--- config.mk ---
export PLATFORM = sky130hd
export DESIGN_NAME = dvt_powerdown_channel_map
export DESIGN_NICKNAME = d
export VERILOG_FILES = /design/src/dvt_pkg.sv /design/src/dvt_enc_if.sv /design/src/dvt_powerdown_channel_map.sv /design/src/dvt_tmds_enc.sv
export SDC_FILE = /design/constraint.sdc
export NUM_CORES = 1
export LEC_CHECK = 0
export BUFFER_PORTS_ARGS = -buffer_cell sky130_fd_sc_hd__buf_2
export CAP_MARGIN = 20
export CORE_ASPECT_RATIO = 1.5
export CORE_UTILIZATION = 24
export CTS_CLUSTER_DIAMETER = 40
export DETAILED_ROUTE_END_ITERATION = 6
export PLACE_DENSITY = 0.39
export SYNTH_ARGS = -nofsm -noshare
export SYNTH_HDL_FRONTEND = slang
export SYNTH_SLANG_ARGS = --single-unit
--- constraint.sdc ---
create_clock -name clk_in -period 8.35 [get_ports clk_in]
set_clock_uncertainty 0.05 [all_clocks]
set_input_delay 1.2525 -clock clk_in [delete_from_list [all_inputs] [get_ports clk_in]]
set_output_delay 1.2525 -clock clk_in [all_outputs]
set_load 0.005 [all_outputs]
--- src/dvt_pkg.sv ---
// Constants, symbol tables and helper functions for the DVI power-down and channel map block
`default_nettype none
package dvt_pkg;

    // Widths of the pixel path and the link symbols
    localparam int COLOR_W = 8;
    localparam int SYM_W = 10;
    localparam int CTRL_W = 2;
    localparam int DISP_W = 6;

    // Synchroniser reset values
    localparam logic SYNC_RST = 1'b0;

    // Serial power bit reset value: low means powered down
    localparam logic CFG_RUN_RST = 1'b0;

    // Control tokens sent during blanking, indexed by {c1, c0}
    localparam logic [9:0] TOKEN_00 = 10'h354;
    localparam logic [9:0] TOKEN_01 = 10'h0ab;
    localparam logic [9:0] TOKEN_10 = 10'h154;
    localparam logic [9:0] TOKEN_11 = 10'h2ab;

    // Quiet symbol while powered down
    localparam logic [9:0] SYM_IDLE = 10'h000;
    localparam logic signed [5:0] DISP_ZERO = 6'sh00;
    localparam logic signed [5:0] DISP_TWO = 6'sh02;

    // Transition-minimising thresholds
    localparam logic [3:0] ONES_HALF = 4'h4;
    localparam logic [3:0] ONES_ALL = 4'h8;

    // Control token lookup, shared by the encoders and the checks
    function automatic logic [9:0] ctrl_token(input logic [1:0] c);
        logic [9:0] t;
        t = TOKEN_00;
        case (c)
            2'h0: t = TOKEN_00;
            2'h1: t = TOKEN_01;
            2'h2: t = TOKEN_10;
            default: t = TOKEN_11;
        endcase
        return t;
    endfunction

    // Count of set bits in a byte
    function automatic logic [3:0] ones8(input logic [7:0] d);
        logic [3:0] n;
        n = 4'h0;
        for (int i = 0; i < 8; i++) begin
            n = n + {3'h0, d[i]};
        end
        return n;
    endfunction

    // Recovers the pixel byte from an active-video symbol
    function automatic logic [7:0] sym_decode(input logic [9:0] q);
        logic [7:0] d;
        logic [7:0] o;
        d = q[9] ? ~q[7:0] : q[7:0];
        o = 8'h00;
        o[0] = d[0];
        for (int i = 1; i < 8; i++) begin
            o[i] = q[8] ? (d[i] ^ d[i-1]) : ~(d[i] ^ d[i-1]);
        end
        return o;
    endfunction

endpackage
`default_nettype wire

--- src/dvt_enc_if.sv ---
// Interface carrying one channel's pixel, control and symbol between the map and an encoder
`timescale 1ns/1ps
`default_nettype none
interface dvt_enc_if;
    logic [7:0] data; // Colour byte for active video
    logic de; // High during active video
    logic [1:0] ctrl; // Control pair {c1, c0} for blanking
    logic load; // One-cycle strobe: encode one pixel
    logic clear; // Held high while powered down
    logic [9:0] sym; // Registered link symbol

    // Side that feeds pixels
    modport src (output data, output de, output ctrl, output load, output clear, input sym);
    // Encoder side
    modport enc (input data, input de, input ctrl, input load, input clear, output sym);
endinterface
`default_nettype wire

--- src/dvt_powerdown_channel_map.sv ---
// Power-down control, channel mapping and link clock drive for the DVI transmitter core
`timescale 1ns/1ps
`default_nettype none
module dvt_powerdown_channel_map (
    // Clock and reset
    input wire logic clk_in,
    input wire logic rstn_in,
    // Power and mode pins
    input wire logic power_down_n_in,
    input wire logic serial_config_select_in,
    // Serial configuration port (same clock domain)
    input wire logic cfg_wr_in,
    input wire logic cfg_run_in,
    input wire logic cfg_reset_in,
    output logic cfg_run_out,
    // Pixel input pins
    input wire logic link_clock_in,
    input wire logic [dvt_pkg::COLOR_W-1:0] blue_in,
    input wire logic [dvt_pkg::COLOR_W-1:0] green_in,
    input wire logic [dvt_pkg::COLOR_W-1:0] red_in,
    input wire logic de_in,
    input wire logic hsync_in,
    input wire logic vsync_in,
    input wire logic [3:1] aux_control_bits_in,
    // Link outputs
    output logic [dvt_pkg::SYM_W-1:0] link_channel_zero_out,
    output logic [dvt_pkg::SYM_W-1:0] link_channel_one_out,
    output logic [dvt_pkg::SYM_W-1:0] link_channel_two_out,
    output logic link_clock_pair_p_out,
    output logic link_clock_pair_n_out,
    output logic link_oe_out,
    // Status
    output logic powered_down_out
);
    import dvt_pkg::*;

    localparam int PIN_W = 3 * COLOR_W + 9; // All pins passing through the synchroniser

    logic [PIN_W-1:0] pin_s1_r; // First stage, read only by the second
    logic [PIN_W-1:0] pin_s2_r; // Second stage, safe to use
    logic pdn_s; // Synced power-down pin
    logic sel_s; // Synced serial select pin
    logic lclk_s; // Synced link clock
    // Decoded views of the synchronised pin word
    logic [7:0] blue_s; // Blue byte
    logic [7:0] green_s; // Green byte
    logic [7:0] red_s; // Red byte
    logic de_s; // Active video
    logic hs_s; // Horizontal sync
    logic vs_s; // Vertical sync
    logic [3:1] aux_s; // Aux control bits
    logic lclk_d_r; // Previous link clock sample
    logic sel_d_r; // Previous select sample
    logic sel_rise; // Serial port just enabled
    logic pix_edge; // Rising link clock edge
    logic cfg_run_r; // Serial power bit: high is normal operation
    logic pd_eff; // Requested power-down
    logic pd_r; // Power-down state in force
    logic clk_p_r; // Positive clock leg
    logic clk_n_r; // Negative clock leg
    logic oe_r; // Link driven

    dvt_enc_if ch_if [3] ();

    // Two-flop synchroniser for every pin from outside the clock domain
    // Costs two cycles on every pin, but no metastable value ever reaches the logic
    always_ff @(posedge clk_in) begin
        if (!rstn_in) begin
            pin_s1_r <= {PIN_W{SYNC_RST}};
            pin_s2_r <= {PIN_W{SYNC_RST}};
        end else begin
            pin_s1_r <= {power_down_n_in, serial_config_select_in, link_clock_in, blue_in, green_in, red_in,
                         de_in, hsync_in, vsync_in, aux_control_bits_in};
            pin_s2_r <= pin_s1_r;
        end
    end

    assign {pdn_s, sel_s, lclk_s, blue_s, green_s, red_s, de_s, hs_s, vs_s, aux_s} = pin_s2_r;

    // Edge detectors work only on second-stage samples
    always_ff @(posedge clk_in) begin
        if (!rstn_in) begin
            lclk_d_r <= SYNC_RST;
            sel_d_r <= SYNC_RST;
        end else begin
            lclk_d_r <= lclk_s;
            sel_d_r <= sel_s;
        end
    end

    assign sel_rise = sel_s && !sel_d_r;
    assign pix_edge = lclk_s && !lclk_d_r;

    // Serial power bit; enabling the serial port, or resetting it in serial mode, leaves the part powered down
    always_ff @(posedge clk_in) begin
        if (!rstn_in || cfg_reset_in || sel_rise) begin
            cfg_run_r <= CFG_RUN_RST;
        end else if (cfg_wr_in) begin
            cfg_run_r <= cfg_run_in; // Written even while powered down
        end
    end

    assign cfg_run_out = cfg_run_r;

    // Power source: the register in serial mode, the active-low pin when strapped
    // The pin is ignored in serial mode, so its board strap cannot fight the register
    always_comb begin
        if (sel_s) begin
            pd_eff = !cfg_run_r; // Pin ignored
        end else begin
            pd_eff = !pdn_s;
        end
    end

    // Power state register; starts powered down so the link stays quiet through reset
    // One cycle of latency keeps the state a clean flop output for every consumer
    always_ff @(posedge clk_in) begin
        if (!rstn_in) begin
            pd_r <= !CFG_RUN_RST; // Follows the power bit's reset value
        end else begin
            pd_r <= pd_eff;
        end
    end

    assign powered_down_out = pd_r;

    // Channel feeds: blanking controls per channel, encoders held clear while down
    always_comb begin
        ch_if[0].data = blue_s;
        ch_if[0].ctrl = {vs_s, hs_s};
        ch_if[1].data = green_s;
        ch_if[1].ctrl = {1'b0, aux_s[1]};
        ch_if[2].data = red_s;
        ch_if[2].ctrl = aux_s[3:2];
    end

    // Three identical encoders, one per link channel
    // All three share one load strobe, so the channels never drift apart by a pixel
    for (genvar g = 0; g < 3; g++) begin : g_ch
        assign ch_if[g].de = de_s;
        assign ch_if[g].load = pix_edge && !pd_r; // No encoding while down
        assign ch_if[g].clear = pd_r;
        dvt_tmds_enc u_enc (
            .clk_in (clk_in),
            .rstn_in (rstn_in),
            .ch (ch_if[g])
        );
    end

    assign link_channel_zero_out = ch_if[0].sym;
    assign link_channel_one_out = ch_if[1].sym;
    assign link_channel_two_out = ch_if[2].sym;

    // Link clock pair follows the pixel clock; both legs parked low while down
    // Legs update on the same edge as the symbols, so data and clock stay aligned
    always_ff @(posedge clk_in) begin
        if (!rstn_in || pd_r) begin
            clk_p_r <= 1'b0;
            clk_n_r <= 1'b0;
            oe_r <= 1'b0;
        end else begin
            clk_p_r <= lclk_s;
            clk_n_r <= !lclk_s;
            oe_r <= 1'b1;
        end
    end

    assign link_clock_pair_p_out = clk_p_r;
    assign link_clock_pair_n_out = clk_n_r;
    assign link_oe_out = oe_r;

    // Checks on the power state and channel mapping
    // Strapped mode: the pin alone decides, one cycle after its synchronised value
    a_pin_low_down: assert property (@(posedge clk_in) disable iff (!rstn_in)
        (!sel_s && !pdn_s) |=> pd_r) else $error("pin low did not power down");
    a_pin_high_runs: assert property (@(posedge clk_in) disable iff (!rstn_in)
        (!sel_s && pdn_s) |=> !pd_r) else $error("pin high did not run");
    // Serial mode: the register bit decides and the pin is ignored
    a_serial_rules: assert property (@(posedge clk_in) disable iff (!rstn_in)
        sel_s |=> (pd_r == !$past(cfg_run_r))) else $error("serial mode not obeyed");
    // A serial reset or a fresh select clears the bit; the part is down a cycle later unless strapped again
    a_cfg_reset_low: assert property (@(posedge clk_in) disable iff (!rstn_in)
        (cfg_reset_in || sel_rise) |=> (!cfg_run_r ##1 (pd_r || !$past(sel_s))))
        else $error("power bit not cleared");
    // Enabling the serial port always starts from the powered-down value
    a_select_clears: assert property (@(posedge clk_in) disable iff (!rstn_in)
        sel_rise |=> !cfg_run_r) else $error("power bit not cleared on select");
    // Powered down: every link output is quiet
    a_down_quiet: assert property (@(posedge clk_in) disable iff (!rstn_in)
        pd_r |=> (!link_oe_out && link_channel_zero_out == SYM_IDLE && link_channel_one_out == SYM_IDLE
                  && link_channel_two_out == SYM_IDLE && !link_clock_pair_p_out && !link_clock_pair_n_out))
        else $error("link active while down");
    // Powered down: the serial port still takes writes
    a_down_io_live: assert property (@(posedge clk_in) disable iff (!rstn_in)
        (pd_r && cfg_wr_in && !cfg_reset_in && !sel_rise) |=> (cfg_run_r == $past(cfg_run_in)))
        else $error("serial write lost while down");
    // Running: the clock pair mirrors the synchronised pixel clock
    a_clock_follows: assert property (@(posedge clk_in) disable iff (!rstn_in)
        !pd_r |=> (link_clock_pair_p_out == $past(lclk_s) && link_clock_pair_n_out == !$past(lclk_s)))
        else $error("link clock pair wrong");
    // Channel map: tokens in blanking, decodable pixel bytes in active video
    a_ch0_map: assert property (@(posedge clk_in) disable iff (!rstn_in || pd_r)
        pix_edge |=> (link_channel_zero_out == ($past(de_s) ? link_channel_zero_out : ctrl_token($past({vs_s, hs_s}))))
        && (!$past(de_s) || sym_decode(link_channel_zero_out) == $past(blue_s))) else $error("channel zero map");
    a_ch1_map: assert property (@(posedge clk_in) disable iff (!rstn_in || pd_r)
        pix_edge |=> (link_channel_one_out == ($past(de_s) ? link_channel_one_out : ctrl_token({1'b0, $past(aux_s[1])})))
        && (!$past(de_s) || sym_decode(link_channel_one_out) == $past(green_s))) else $error("channel one map");
    a_ch2_map: assert property (@(posedge clk_in) disable iff (!rstn_in || pd_r)
        pix_edge |=> (link_channel_two_out == ($past(de_s) ? link_channel_two_out : ctrl_token($past(aux_s[3:2]))))
        && (!$past(de_s) || sym_decode(link_channel_two_out) == $past(red_s))) else $error("channel two map");

    // Main scenarios
    c_wake_by_pin: cover property (@(posedge clk_in) disable iff (!rstn_in) !sel_s && $fell(pd_r));
    c_wake_by_serial: cover property (@(posedge clk_in) disable iff (!rstn_in) sel_s && $fell(pd_r));
    c_active_pixel: cover property (@(posedge clk_in) disable iff (!rstn_in) pix_edge && de_s && !pd_r);
    c_blank_pixel: cover property (@(posedge clk_in) disable iff (!rstn_in) pix_edge && !de_s && !pd_r);
    c_serial_reset: cover property (@(posedge clk_in) disable iff (!rstn_in) cfg_reset_in && sel_s);

endmodule
`default_nettype wire

--- src/dvt_tmds_enc.sv ---
// One link channel encoder: 8b/10b symbols for active video, tokens for blanking
`timescale 1ns/1ps
`default_nettype none
module dvt_tmds_enc (
    // Clock and reset
    input wire logic clk_in,
    input wire logic rstn_in,
    // Channel carrier
    dvt_enc_if.enc ch
);
    import dvt_pkg::*;

    logic [9:0] sym_r; // Symbol on the link
    logic [9:0] sym_nxt;
    logic signed [5:0] disp_r; // Running disparity
    logic signed [5:0] disp_nxt;
    logic [8:0] qm; // Transition-minimised word
    logic [3:0] n1d; // Ones in the input byte
    logic [3:0] n1q; // Ones in the minimised word
    logic [3:0] n0q; // Zeros in the minimised word
    logic signed [5:0] diff; // Ones minus zeros
    logic use_xnor;

    assign ch.sym = sym_r;

    // Symbol selection and disparity bookkeeping
    always_comb begin
        n1d = ones8(ch.data);
        use_xnor = (n1d > ONES_HALF) || ((n1d == ONES_HALF) && !ch.data[0]);
        qm = 9'h000;
        qm[0] = ch.data[0];
        for (int i = 1; i < COLOR_W; i++) begin
            qm[i] = use_xnor ? ~(qm[i-1] ^ ch.data[i]) : (qm[i-1] ^ ch.data[i]);
        end
        qm[8] = ~use_xnor;
        n1q = ones8(qm[7:0]);
        n0q = ONES_ALL - n1q;
        diff = $signed({2'h0, n1q}) - $signed({2'h0, n0q});
        if (!ch.de) begin
            // Blanking resets the disparity to zero
            sym_nxt = ctrl_token(ch.ctrl);
            disp_nxt = DISP_ZERO;
        end else if ((disp_r == DISP_ZERO) || (n1q == n0q)) begin
            sym_nxt = {~qm[8], qm[8], qm[8] ? qm[7:0] : ~qm[7:0]};
            disp_nxt = qm[8] ? (disp_r + diff) : (disp_r - diff);
        end else if ((!disp_r[5] && (n1q > n0q)) || (disp_r[5] && (n0q > n1q))) begin
            // Invert to pull the disparity back towards zero
            sym_nxt = {1'b1, qm[8], ~qm[7:0]};
            disp_nxt = disp_r + (qm[8] ? DISP_TWO : DISP_ZERO) - diff;
        end else begin
            sym_nxt = {1'b0, qm[8], qm[7:0]};
            disp_nxt = disp_r - (qm[8] ? DISP_ZERO : DISP_TWO) + diff;
        end
    end

    // Symbol register; clearing wins so nothing leaks out while powered down
    always_ff @(posedge clk_in) begin
        if (!rstn_in || ch.clear) begin
            sym_r <= SYM_IDLE;
            disp_r <= DISP_ZERO;
        end else if (ch.load) begin
            sym_r <= sym_nxt;
            disp_r <= disp_nxt;
        end
    end

endmodule
`default_nettype wire
Yosys cells after proc, flatten, opt, wreduce, memory -nomap -nowiden
Index checks and enable logic that the tools add are counted.
{ "totals": {"ff_bits": 121, "latch_bits": 0, "mem_bits_rw": 0, "mem_bits_ro": 0, "in_bits": 38, "out_inout_bits": 35, "word_cells": 247, "memories": 0} }
{ "op_classes": {"n_addsub": 66, "mul": 0, "div_mod_pow": 0, "magnitude_cmp": 9, "n_eq_ne": 10, "n_shift": 0, "mux": 56, "bitwise": 48, "reduce_logical": 43} }
{ "op_table": {"columns": ["operator", "count"], "rows": [
  ["$add A4 B1 Y4", 36],
  ["$mux W10", 9],
  ["$mux W6", 12],
  ["$pmux W10 S3", 2],
  ["$add A6 B6 Y6", 9],
  ["$sub A6 B6 Y6", 9],
  ["$gt A4 B4 Y1", 6],
  ["$mux W8", 3],
  ["$not A1 Y1", 24],
  ["$not A8 Y8", 3],
  ["$mux W1", 23],
  ["$xor A1 B1 Y1", 21],
  ["$pmux W10 S2", 1],
  ["$logic_not A6 Y1", 3],
  ["$sub A4 B4 Y5", 3],
  ["$logic_not A1 Y1", 13],
  ["$add A1 B1 Y2", 6],
  ["$eq A4 B3 Y1 const B", 3],
  ["$eq A4 B4 Y1", 3],
  ["$gt A4 B3 Y1 const B", 3],
  ["$logic_and A1 B1 Y1", 12],
  ["$logic_or A1 B1 Y1", 12],
  ["$mux W2", 6],
  ["$sub A4 B4 Y4 const A", 3],
  ["3 further kinds", 7]
]} }

Logic depth before layout (Yosys ltp)
Gate-level depths: netlist (run 1).
{ "logic_depth": {"ltp_word": 37, "mapped_depth": 34, "ltp_nobuf": 33} }

By module
A second synthesis (run 1) with hierarchy kept.
{ "hier_totals": {"hier_cells": 953, "area_unflattened_um2": 8848.5} }
{ "modules_own_cells": {"columns": ["module", "n_inst", "cells_each", "area_per_inst_um2", "seq_area_each_um2"], "rows": [
  ["dvt_tmds_enc at g_ch[0].u_enc", 1, 259, 2317.2, 320.3],
  ["dvt_tmds_enc at g_ch[2].u_enc", 1, 264, 2289.7, 320.3],
  ["dvt_tmds_enc at g_ch[1].u_enc", 1, 272, 2217.1, 320.3],
  ["dvt_powerdown_channel_map", 1, 158, 2024.4, 1461.4]
]} }

Worst setup path after synthesis (run 1)
No wires, ideal clock.
{ "synth_timing": {"path_kind": "flip-flop to flip-flop", "startpoint": "reg pin_s2_r[22]", "endpoint": "reg g_ch[0].u_enc.disp_r[5]", "setup_ns": 0.117, "arrival_time_ns": 8.783, "t_required_ns": 8.183, "slack_ns": -0.600, "stages_incl_launch_ff": 35, "n_path_buf": 2, "synth_period_minus_slack_ns": 8.950, "cell_sequence": "dfxtp_1 -> ha_1 -> inv_1 -> fa_1 -> fa_1 -> inv_1 -> fa_1 -> fa_1 -> nor3b_1 -> o22ai_1 -> clkbuf_1 -> xnor2_1 -> ha_1 -> inv_1 -> fa_1 -> inv_1 -> fa_1 -> inv_1 -> fa_1 -> fa_1 -> clkbuf_1 -> nand2_1 -> ha_1 -> or3b_2 -> o311a_1 -> o22ai_2 -> inv_1 -> ha_1 -> inv_1 -> ha_1 -> a21oi_1 -> xor2_1 -> mux2i_1 -> mux2i_1 -> a22o_1"} }
{ "synth_via": {"elab_chain_len": 37, "word_cells_on_any_way": 61, "cone_classes": "22 x add/sub; 3 x order compare; 2 x eq/ne; 13 x mux; 14 x bitwise; 7 x reduce/logical"} }
{ "synth_rtl": {"columns": ["element", "line", "rtl"], "rows": [
  ["start, declared", "dvt_powerdown_channel_map.sv:40", "logic [PIN_W-1:0] pin_s2_r;"],
  ["start signal, assigned", "dvt_powerdown_channel_map.sv:70", "pin_s2_r <= {PIN_W{SYNC_RST}};"],
  ["start signal, assigned", "dvt_powerdown_channel_map.sv:74", "pin_s2_r <= pin_s1_r;"],
  ["parallel branches: the longest is 35 deep, another holds $add A4 B1 Y4", null, null],
  ["$mux W6 (*)", "dvt_tmds_enc.sv:43", "end else if ((disp_r == DISP_ZERO) || (n1q == n0q)) begin"],
  ["$mux W6 (*)", "dvt_tmds_enc.sv:39", "if (!ch.de) begin"],
  ["end signal, assigned", "dvt_tmds_enc.sv:63", "disp_r <= disp_nxt;"],
  ["end, declared", "dvt_tmds_enc.sv:15", "logic signed [5:0] disp_r;"]
]} }
Every way passes the cells marked *.
A chain may end at the register's enable or synchronous reset.

Worst setup path after layout (run 1)
Same ends and word-level chain as after synthesis.

==> flow_summary.toml, run 1 <==
[global_routing]
gr-total-overflow = 0
antenna_found_initial = 0
grt_pass1_wl_um = 35100
grt.total_usage = 0.128
grt_max_degree = 72
grt_pass1_vias = 6446

[sta]
whs_ps = 379
final-setup-viol-count = 0
max_clock_freq_mhz = 125
period_needed_ps = 8000
max_slew_margin = 0.361
finalCritPeriodShare = 0.958
hold_viol = 0
fin_setup_tns_ps = 0
tightest_slew_ps = 956
maxSlewViolCount = 0

[synthesis]
avgSynthCellArea_um2 = 9.02
syn_area_um2 = 8580
synth-seq-cells = 121
yosysUniqueCellTypes = 68
synth_edf_count = 0
synth_nets = 1117
ys_warn_count = 0
synth_ff_type = "dfxtp_1"
yosysSeqAreaShare = 0.282
synthCells = 951
ys_async_sr_fraction = 0

[cells_and_area]
drive_above_1_share = 0.192
layout.cells.non_filler = 1535
final_common_cell = "dfxtp_1"
most-common-layout-cells = "119 x dfxtp_1, 112 x inv_1, 86 x ha_1"
final_nets = 1216
syn2layout_area_growth_pct = 21.8
antenna_cells = 0
final_util = 0.298

[drt]
via_per_inst = 4.18
avgRoutedWirePerCell_um = 14.4
drtIter0Drc = 206
vias = 6418
drc = 0
routed_wl_um = 22000
dr.pass1.iters = 4
ant_nets = 0

[critical_path]
end_kind = "register"
arrival_ps = 8260
regToRegSetupSlack_ps = 350
setup.worst_path.class = "reg -> reg"
startpoint_type = "register"
critPathSlowestCell = "fa_2"
crit_top_cell = "inv_1"
crit_fanout = 7
crit_required_ps = 8620
slowest_delay_ps = 540

[floorplan]
placementRows = 84
core_um2 = 35100
die_x_um = 156
dieArea_um2 = 36500
num_io_pins = 73
die_h_um = 234
start_util = 0.244

[clocking]
cts-root-buf = "clkbuf_16"
clk_pin_slew_ps = 60
htree_levels = 4
cts_hold_buf = 0
clk-insertion-delay-late_ps = 420
cts_tree = "built"
cts.sinks = 121
numCtsBuffers = 17
cts_max_path_buffers = 2

[run]
max_cap_violations = 0

[place]
post-dp-hpwl_um = 17400
gp_congestion = 0.765
portBuffers = 72
dp_cells = 1499

[status]
status = "complete, no violations"

[hold_path]
worstHoldPathType = "reg -> reg"
[path summary, 6_finish.rpt]
check / startpoint / end / depth (start not counted)
worst max-delay path: pin_s2_r[22] / g_ch[0].u_enc.disp_r[5] / 32
worst min-delay path: pin_s1_r[32] / pin_s2_r[32] / 1
worst max register to register: pin_s2_r[22] / g_ch[0].u_enc.disp_r[5] / 32
worst min register to register: pin_s1_r[32] / pin_s2_r[32] / 1
[cells by family after synthesis]
family / Yosys count / share of synthesized area
DFF: 121 / 0.282
and+or+nand+nor: 258 / 0.163
xor gates and xnor gates: 95 / 0.107
adders and majority gates: 128 / 0.218
muxes: 25 / 0.0300
AOI/OAI and AO/OA: 179 / 0.136
buffers and inverters: 145 / 0.0637
[what timing repair did]
item / CTS / global route
hold endpoints to repair: 0 / 0
resized for setup: 0 / 28
setup endpoints to repair: 0 / 12
buffers inserted: 0 / 5
[registers in the layout (all words and copies together) (netlist names)]
signal	flops
lclk_d_r	1
pin_s2_r	33
g_ch.u_enc.ch.sym	30
powered_down_out	1
pin_s1_r	33
sel_d_r	1
link_clock_pair_p_out	1
link_clock_pair_n_out	1
cfg_run_out	1
link_oe_out	1
g_ch.u_enc.disp_r	18
[per-layer routing]
layer  up-vias  global-route usage  share of wire
met1      2982               0.147           0.43
met5         -                   0              0
li1       3355                   -              -
met3        14              0.0254          0.026
met4         0              0.0435          0.014
met2        67               0.232           0.53
[synth_stat cells (all sizes together) (4+ instances only)]
| cell type | n | area share |
|---|---|---|
| nor2 | 59 | 0.026 |
| a21oi | 51 | 0.031 |
| or2 | 6 | 0.0044 |
| a21o | 18 | 0.016 |
| xor2 | 40 | 0.042 |
| nor3 | 12 | 0.010 |
| buf | 4 | 0.0020 |
| nand3 | 15 | 0.0087 |
| mux2 | 6 | 0.0079 |
| o22ai | 9 | 0.0073 |
| xnor2 | 52 | 0.057 |
| nor3b | 4 | 0.0035 |
| or3 | 8 | 0.0058 |
| a31oi | 10 | 0.0073 |
| o21ai | 41 | 0.024 |
| ha | 92 | 0.13 |
| mux2i | 19 | 0.022 |
| a22oi | 4 | 0.0035 |
| nor2b | 11 | 0.0080 |
| fa | 36 | 0.084 |
| o211ai | 6 | 0.0058 |
| nand2b | 6 | 0.0044 |
| clkbuf | 25 | 0.011 |
| o31ai | 6 | 0.0052 |
| inv | 115 | 0.050 |
| and2 | 75 | 0.055 |
| o21a | 8 | 0.0070 |
| dfxtp | 121 | 0.28 |
| nand3b | 4 | 0.0035 |
| nand2 | 43 | 0.019 |
[metrics by stage]
| stage | area (um2) | setup slack [ps] |
|---|---|---|
| after global routing | 10400 | -11.7 |
| after global placement | 9710 | 170 |
| after CTS | 10300 | 52.0 |
| after detailed placement | 9710 | 63.3 |
| after floorplan | 8650 | -3.57 |
| final | 10400 | 354 |
[critical path: cells and delay by family (launching register included)]
family | cells | cell delay [ps]
compound gates | 5 | 790
xor+xnor | 2 | 300
fa+ha+maj | 13 | 5050
buf+inv | 7 | 390
flops | 1 | 330
mux | 2 | 240
simple gates | 3 | 730
[layout make-up]
class	instances	area [um2]
repair buffers	109	638
multi-input cells	685	5770
clock buffers	21	470
well taps	473	592
inverters	116	435
fillers	3827	24700
clock inverters	10	118
flip-flops and latches	121	2420
Power of run 1 is left out: the tool's default activity adds up to more than one toggle a clock period on the data nets, which glitch-free logic cannot reach.
==> run 2: changes to the inputs <==
CORE_UTILIZATION = 36   (was 24)
CTS_CLUSTER_SIZE = 14   (was unset)
PLACE_DENSITY = 0.54   (was 0.39)
==> run 2 against run 1 <==
  * Final area decreased by 1.5%
  * First-iteration DRC count up 15%
  * Wire length fell by 12%
  * Count of clock-buffer cells in the layout decreased by 2
  * Sequential share of layout area is 0.36 points higher
  * Die area shrank 33%
  * Critical path depth unchanged
  * Worst hold slack barely moved
  * Critical path type unchanged
  * Critical endpoint unchanged
  * Highest routed layer unchanged
==> flow_summary.toml, run 2 (synthesized netlist as in run 1, its figures left out) <==
[critical_path]
r2r_start = "pin_s2_r[22]"
slowest_delay_ps = 550
regToRegSetupSlack_ps = 330
crit_fanout = 7
startpoint_type = "register"
crit_required_ps = 8620
end_kind = "register"
crit_start = "pin_s2_r[22]"
rr_worst_depth = 32
setup.worst_path.class = "reg -> reg"
arrival_ps = 8280
r2r-end = "g_ch[0].u_enc.disp_r[5]"
critPathSlowestCell = "fa_2"
crit_path_end = "g_ch[0].u_enc.disp_r[5]"

[sta]
whs_ps = 379
max_slew_margin = 0.338
final-setup-viol-count = 0
max_clock_freq_mhz = 125
setup_ws_ps = 334
tightest_slew_ps = 989
maxSlewViolCount = 0
hold_viol = 0
finalCritPeriodShare = 0.960
period_needed_ps = 8020

[floorplan]
dieArea_um2 = 24500
die_x_um = 128
placementRows = 68
core_um2 = 23200
num_io_pins = 73
die_h_um = 191
start_util = 0.369

[place]
gp_congestion = 0.796
dp_slack_ps = -64.7
post-dp-hpwl_um = 15000
place_area_um2 = 9490
portBuffers = 72

[drt]
avgRoutedWirePerCell_um = 14.1
ant_nets = 0
dr.pass1.iters = 4
drc = 0
routed_wl_um = 19500
vias = 6541
drtIter0Drc = 237
via_per_inst = 4.75

[run]
max_cap_violations = 0

[global_routing]
grt_max_degree = 72
grt_use_met2 = 0.305
grt_pass1_vias = 6583
gr-total-overflow = 0
antenna_found_initial = 0
use_met3 = 0.0249
grt_pass1_wl_um = 32000
top_usage_layer = "met2"
grt_util_met1 = 0.190
grt.total_usage = 0.168

[cells_and_area]
drive_above_1_share = 0.198
antenna_cells = 0
syn2layout_area_growth_pct = 20.0
final_common_cell = "dfxtp_1"
most-common-layout-cells = "118 x dfxtp_1, 112 x inv_1, 85 x ha_1"
final_nets = 1216
stdcell_area_um2 = 10300

[clocking]
clk-insertion-delay-late_ps = 420
cts-root-buf = "clkbuf_16"
cts_max_path_buffers = 2
numCtsBuffers = 17
cts.sinks = 121
clk_pin_slew_ps = 60
cts_tree = "built"
htree_levels = 4

[hold_path]
worstHoldPathType = "reg -> reg"

[status]
status = "complete, no violations"
run 2: cell count changes in the layout (fill, tap and decap cells not counted), sizes merged:
cell	before	now
clkbuf	21	19
clkinv	3	5
clkinvlp	4	5
run 2: worst min path at each step:
| stage | start | end | slack (ps) | cells after the start |
|---|---|---|---|---|
| final | pin_s2_r[30] | link_clock_pair_n_out | 380 | 1 |
| after global routing | pin_s1_r[30] | pin_s2_r[30] | 390 | 1 |
| after CTS | pin_s1_r[12] | pin_s2_r[12] | 380 | 1 |
| after detailed placement | pin_s1_r[12] | pin_s2_r[12] | 370 | 1 |
| after global placement | pin_s1_r[30] | pin_s2_r[30] | 360 | 1 |
| after floorplan | pin_s2_r[30] | link_clock_pair_n_out | 350 | 1 |
run 2: area by class of cell:
type | instances | area, um2
clock buffer | 19 | 443
timing repair buffer | 109 | 642
sequential | 121 | 2430
fill | 2305 | 12900
tap | 315 | 394
multi-input combinational | 685 | 5810
clock inverter | 13 | 146
inverter | 116 | 435
run 2: routing by layer:
layer / vias to the layer above / wire (um)
met4: 0 / 621
met2: 115 / 10000
met3: 38 / 576
met5: - / 0
li1: 3351 / -
met1: 3037 / 8260
run 2: metrics by stage:
stage,std cells,TNS [ps],util
floorplan,951,-3.57,-
global placement,1338,0,0.409
detailed placement,1338,-64.7,0.409
CTS,1373,0,0.436
global route,1378,-33.9,0.443
finish,1378,0,0.443
run 2: critical path: cells and delay by family (launching register included):
| kind | cells | cell delay, ps |
|---|---|---|
| AO/OA/AOI/OAI | 7 | 960 |
| AND/OR/NAND/NOR | 3 | 710 |
| XOR/XNOR | 4 | 540 |
| buffers and inverters | 6 | 420 |
| adder cells (fa/ha/maj) | 12 | 4870 |
| flip-flops | 1 | 350 |
run 2: timing repair:
action	in CTS	in global routing
pin swaps	2	16
setup buffers	3	4
gates resized for setup	1	33
setup endpoints to repair	2	12
hold buffers	0	0
endpoints found under the hold margin	0	0
Power of run 2 is left out for the same reason.
==> run 3: changes to the inputs <==
ABC_CLOCK_PERIOD_IN_PS = 8350   (was unset)
SETUP_SLACK_MARGIN = 0.5   (was unset)
==> run 3 against run 2 <==
  * Maximum frequency rose by 1.3%
  * Die area unchanged
  * Critical path depth fell by 1
  * Register-to-register slack improved by 100 ps
  * Final area rose by 4.7%
  * Core utilization increased by 2.1 points
  * Critical path type unchanged
  * Cell count up 1.4%
  * Worst hold slack lost 4.4 ps
  * Flip-flop and latch count unchanged
  * Sequential share of layout area fell by 0.99 points
  * Wire length grew 0.15%
==> flow_summary.toml, run 3 (synthesized netlist as in run 1, its figures left out) <==
[sta]
max_clock_freq_mhz = 126
final-setup-viol-count = 0
grt_setup_unrepaired = "true"
maxSlewViolCount = 0
tightest_slew_ps = 876
max_slew_margin = 0.415
finalCritPeriodShare = 0.948
period_needed_ps = 7920
fin_setup_tns_ps = 0
hold_viol = 0

[global_routing]
grt_max_degree = 72
antenna_found_initial = 0
top_usage_layer = "met2"
grt_pass1_wl_um = 32800
grt_pass1_vias = 6672
use_met3 = 0.0260
gr-total-overflow = 0
grt_use_met2 = 0.304
grt_util_met1 = 0.205
grt.total_usage = 0.172

[cells_and_area]
final_common_cell = "dfxtp_1"
syn2layout_area_growth_pct = 25.6
antenna_cells = 0
drive_above_1_share = 0.253
most-common-layout-cells = "118 x dfxtp_1, 95 x inv_1, 74 x and2_1"
final_nets = 1235

[floorplan]
die_x_um = 128
dieArea_um2 = 24500
die_h_um = 191
core_um2 = 23200
num_io_pins = 73
placementRows = 68
start_util = 0.369

[clocking]
clk-insertion-delay-late_ps = 420
cts_tree = "built"
cts_max_path_buffers = 2
cts.sinks = 121
clk_pin_slew_ps = 60
htree_levels = 4
cts-root-buf = "clkbuf_16"
numCtsBuffers = 17
cts_hold_buf = 0

[drt]
vias = 6557
ant_nets = 0
drtIter0Drc = 202
routed_wl_um = 19500
dr.pass1.iters = 4
avgRoutedWirePerCell_um = 14.0
via_per_inst = 4.69
drc = 0

[critical_path]
worst_path_dominant_cell_family = "adder cells"
crit_fanout = 3
setup.worst_path.class = "reg -> reg"
crit_top_cell = "inv_2"
regToRegSetupSlack_ps = 430
slowest_delay_ps = 540
arrival_ps = 8200
critPathSlowestCell = "fa_1"
path_buf_inv = 8
end_kind = "register"
crit_required_ps = 8630
startpoint_type = "register"

[hold_path]
worstHoldPathType = "reg -> reg"

[place]
post-dp-hpwl_um = 14800
gp_congestion = 0.828
portBuffers = 72

[run]
max_cap_violations = 0

[status]
status = "complete, no violations"
## run 3: worst paths after layout
kind                startpoint                 endpoint  depth (start not counted)
hold reg to reg   pin_s2_r[30]    link_clock_pair_n_out                          1
setup / recovery  pin_s2_r[14]  g_ch[1].u_enc.disp_r[5]                         31
setup reg to reg  pin_s2_r[14]  g_ch[1].u_enc.disp_r[5]                         31
hold / removal    pin_s2_r[30]    link_clock_pair_n_out                          1
## run 3: layout make-up
type,instances,area (um2)
clock buffers,22,464
clock inverters,10,168
fillers,2233,12400
inverters,116,438
multi-input cells,685,6080
flip-flops and latches,121,2430
well taps,315,394
repair buffers,128,796
## run 3: worst register-to-register path: cells and delay by family, from the launching register on
kind                       cells  cell delay [ps]
xor gates and xnor gates       3              420
adders and majority gates     12             4830
AOI/OAI and AO/OA              4              900
buffers and inverters          8              480
DFF                            1              350
and+or+nand+nor                3              700
muxes                          1              110
## run 3: what timing repair did
| action | CTS | global route |
|---|---|---|
| gates resized for setup | 25 | 43 |
| setup buffers | 29 | 14 |
| pin swaps | 20 | 37 |
| setup endpoints to repair | 10 | 13 |
## run 3: per-stage QoR
| stage | instance area [um2] | utilization | hold WS [ps] | setup WS, ps | instances |
|---|---|---|---|---|---|
| after floorplan | 8840 | - | 349 | 332 | 951 |
| after global placement | 9550 | 0.411 | 364 | 223 | 1322 |
| after detailed placement | 9550 | 0.411 | 367 | 125 | 1322 |
| after CTS | 10500 | 0.452 | 379 | 458 | 1383 |
| after global routing | 10800 | 0.464 | 387 | 127 | 1397 |
| final | 10800 | 0.464 | 375 | 434 | 1397 |
## run 3: metal layers
layer	routed length (um)	vias to the layer above
met2	9990	97
met1	8590	3027
met4	496	0
met5	0	-
met3	440	33
li1	-	3400
Power of run 3 is left out for the same reason.
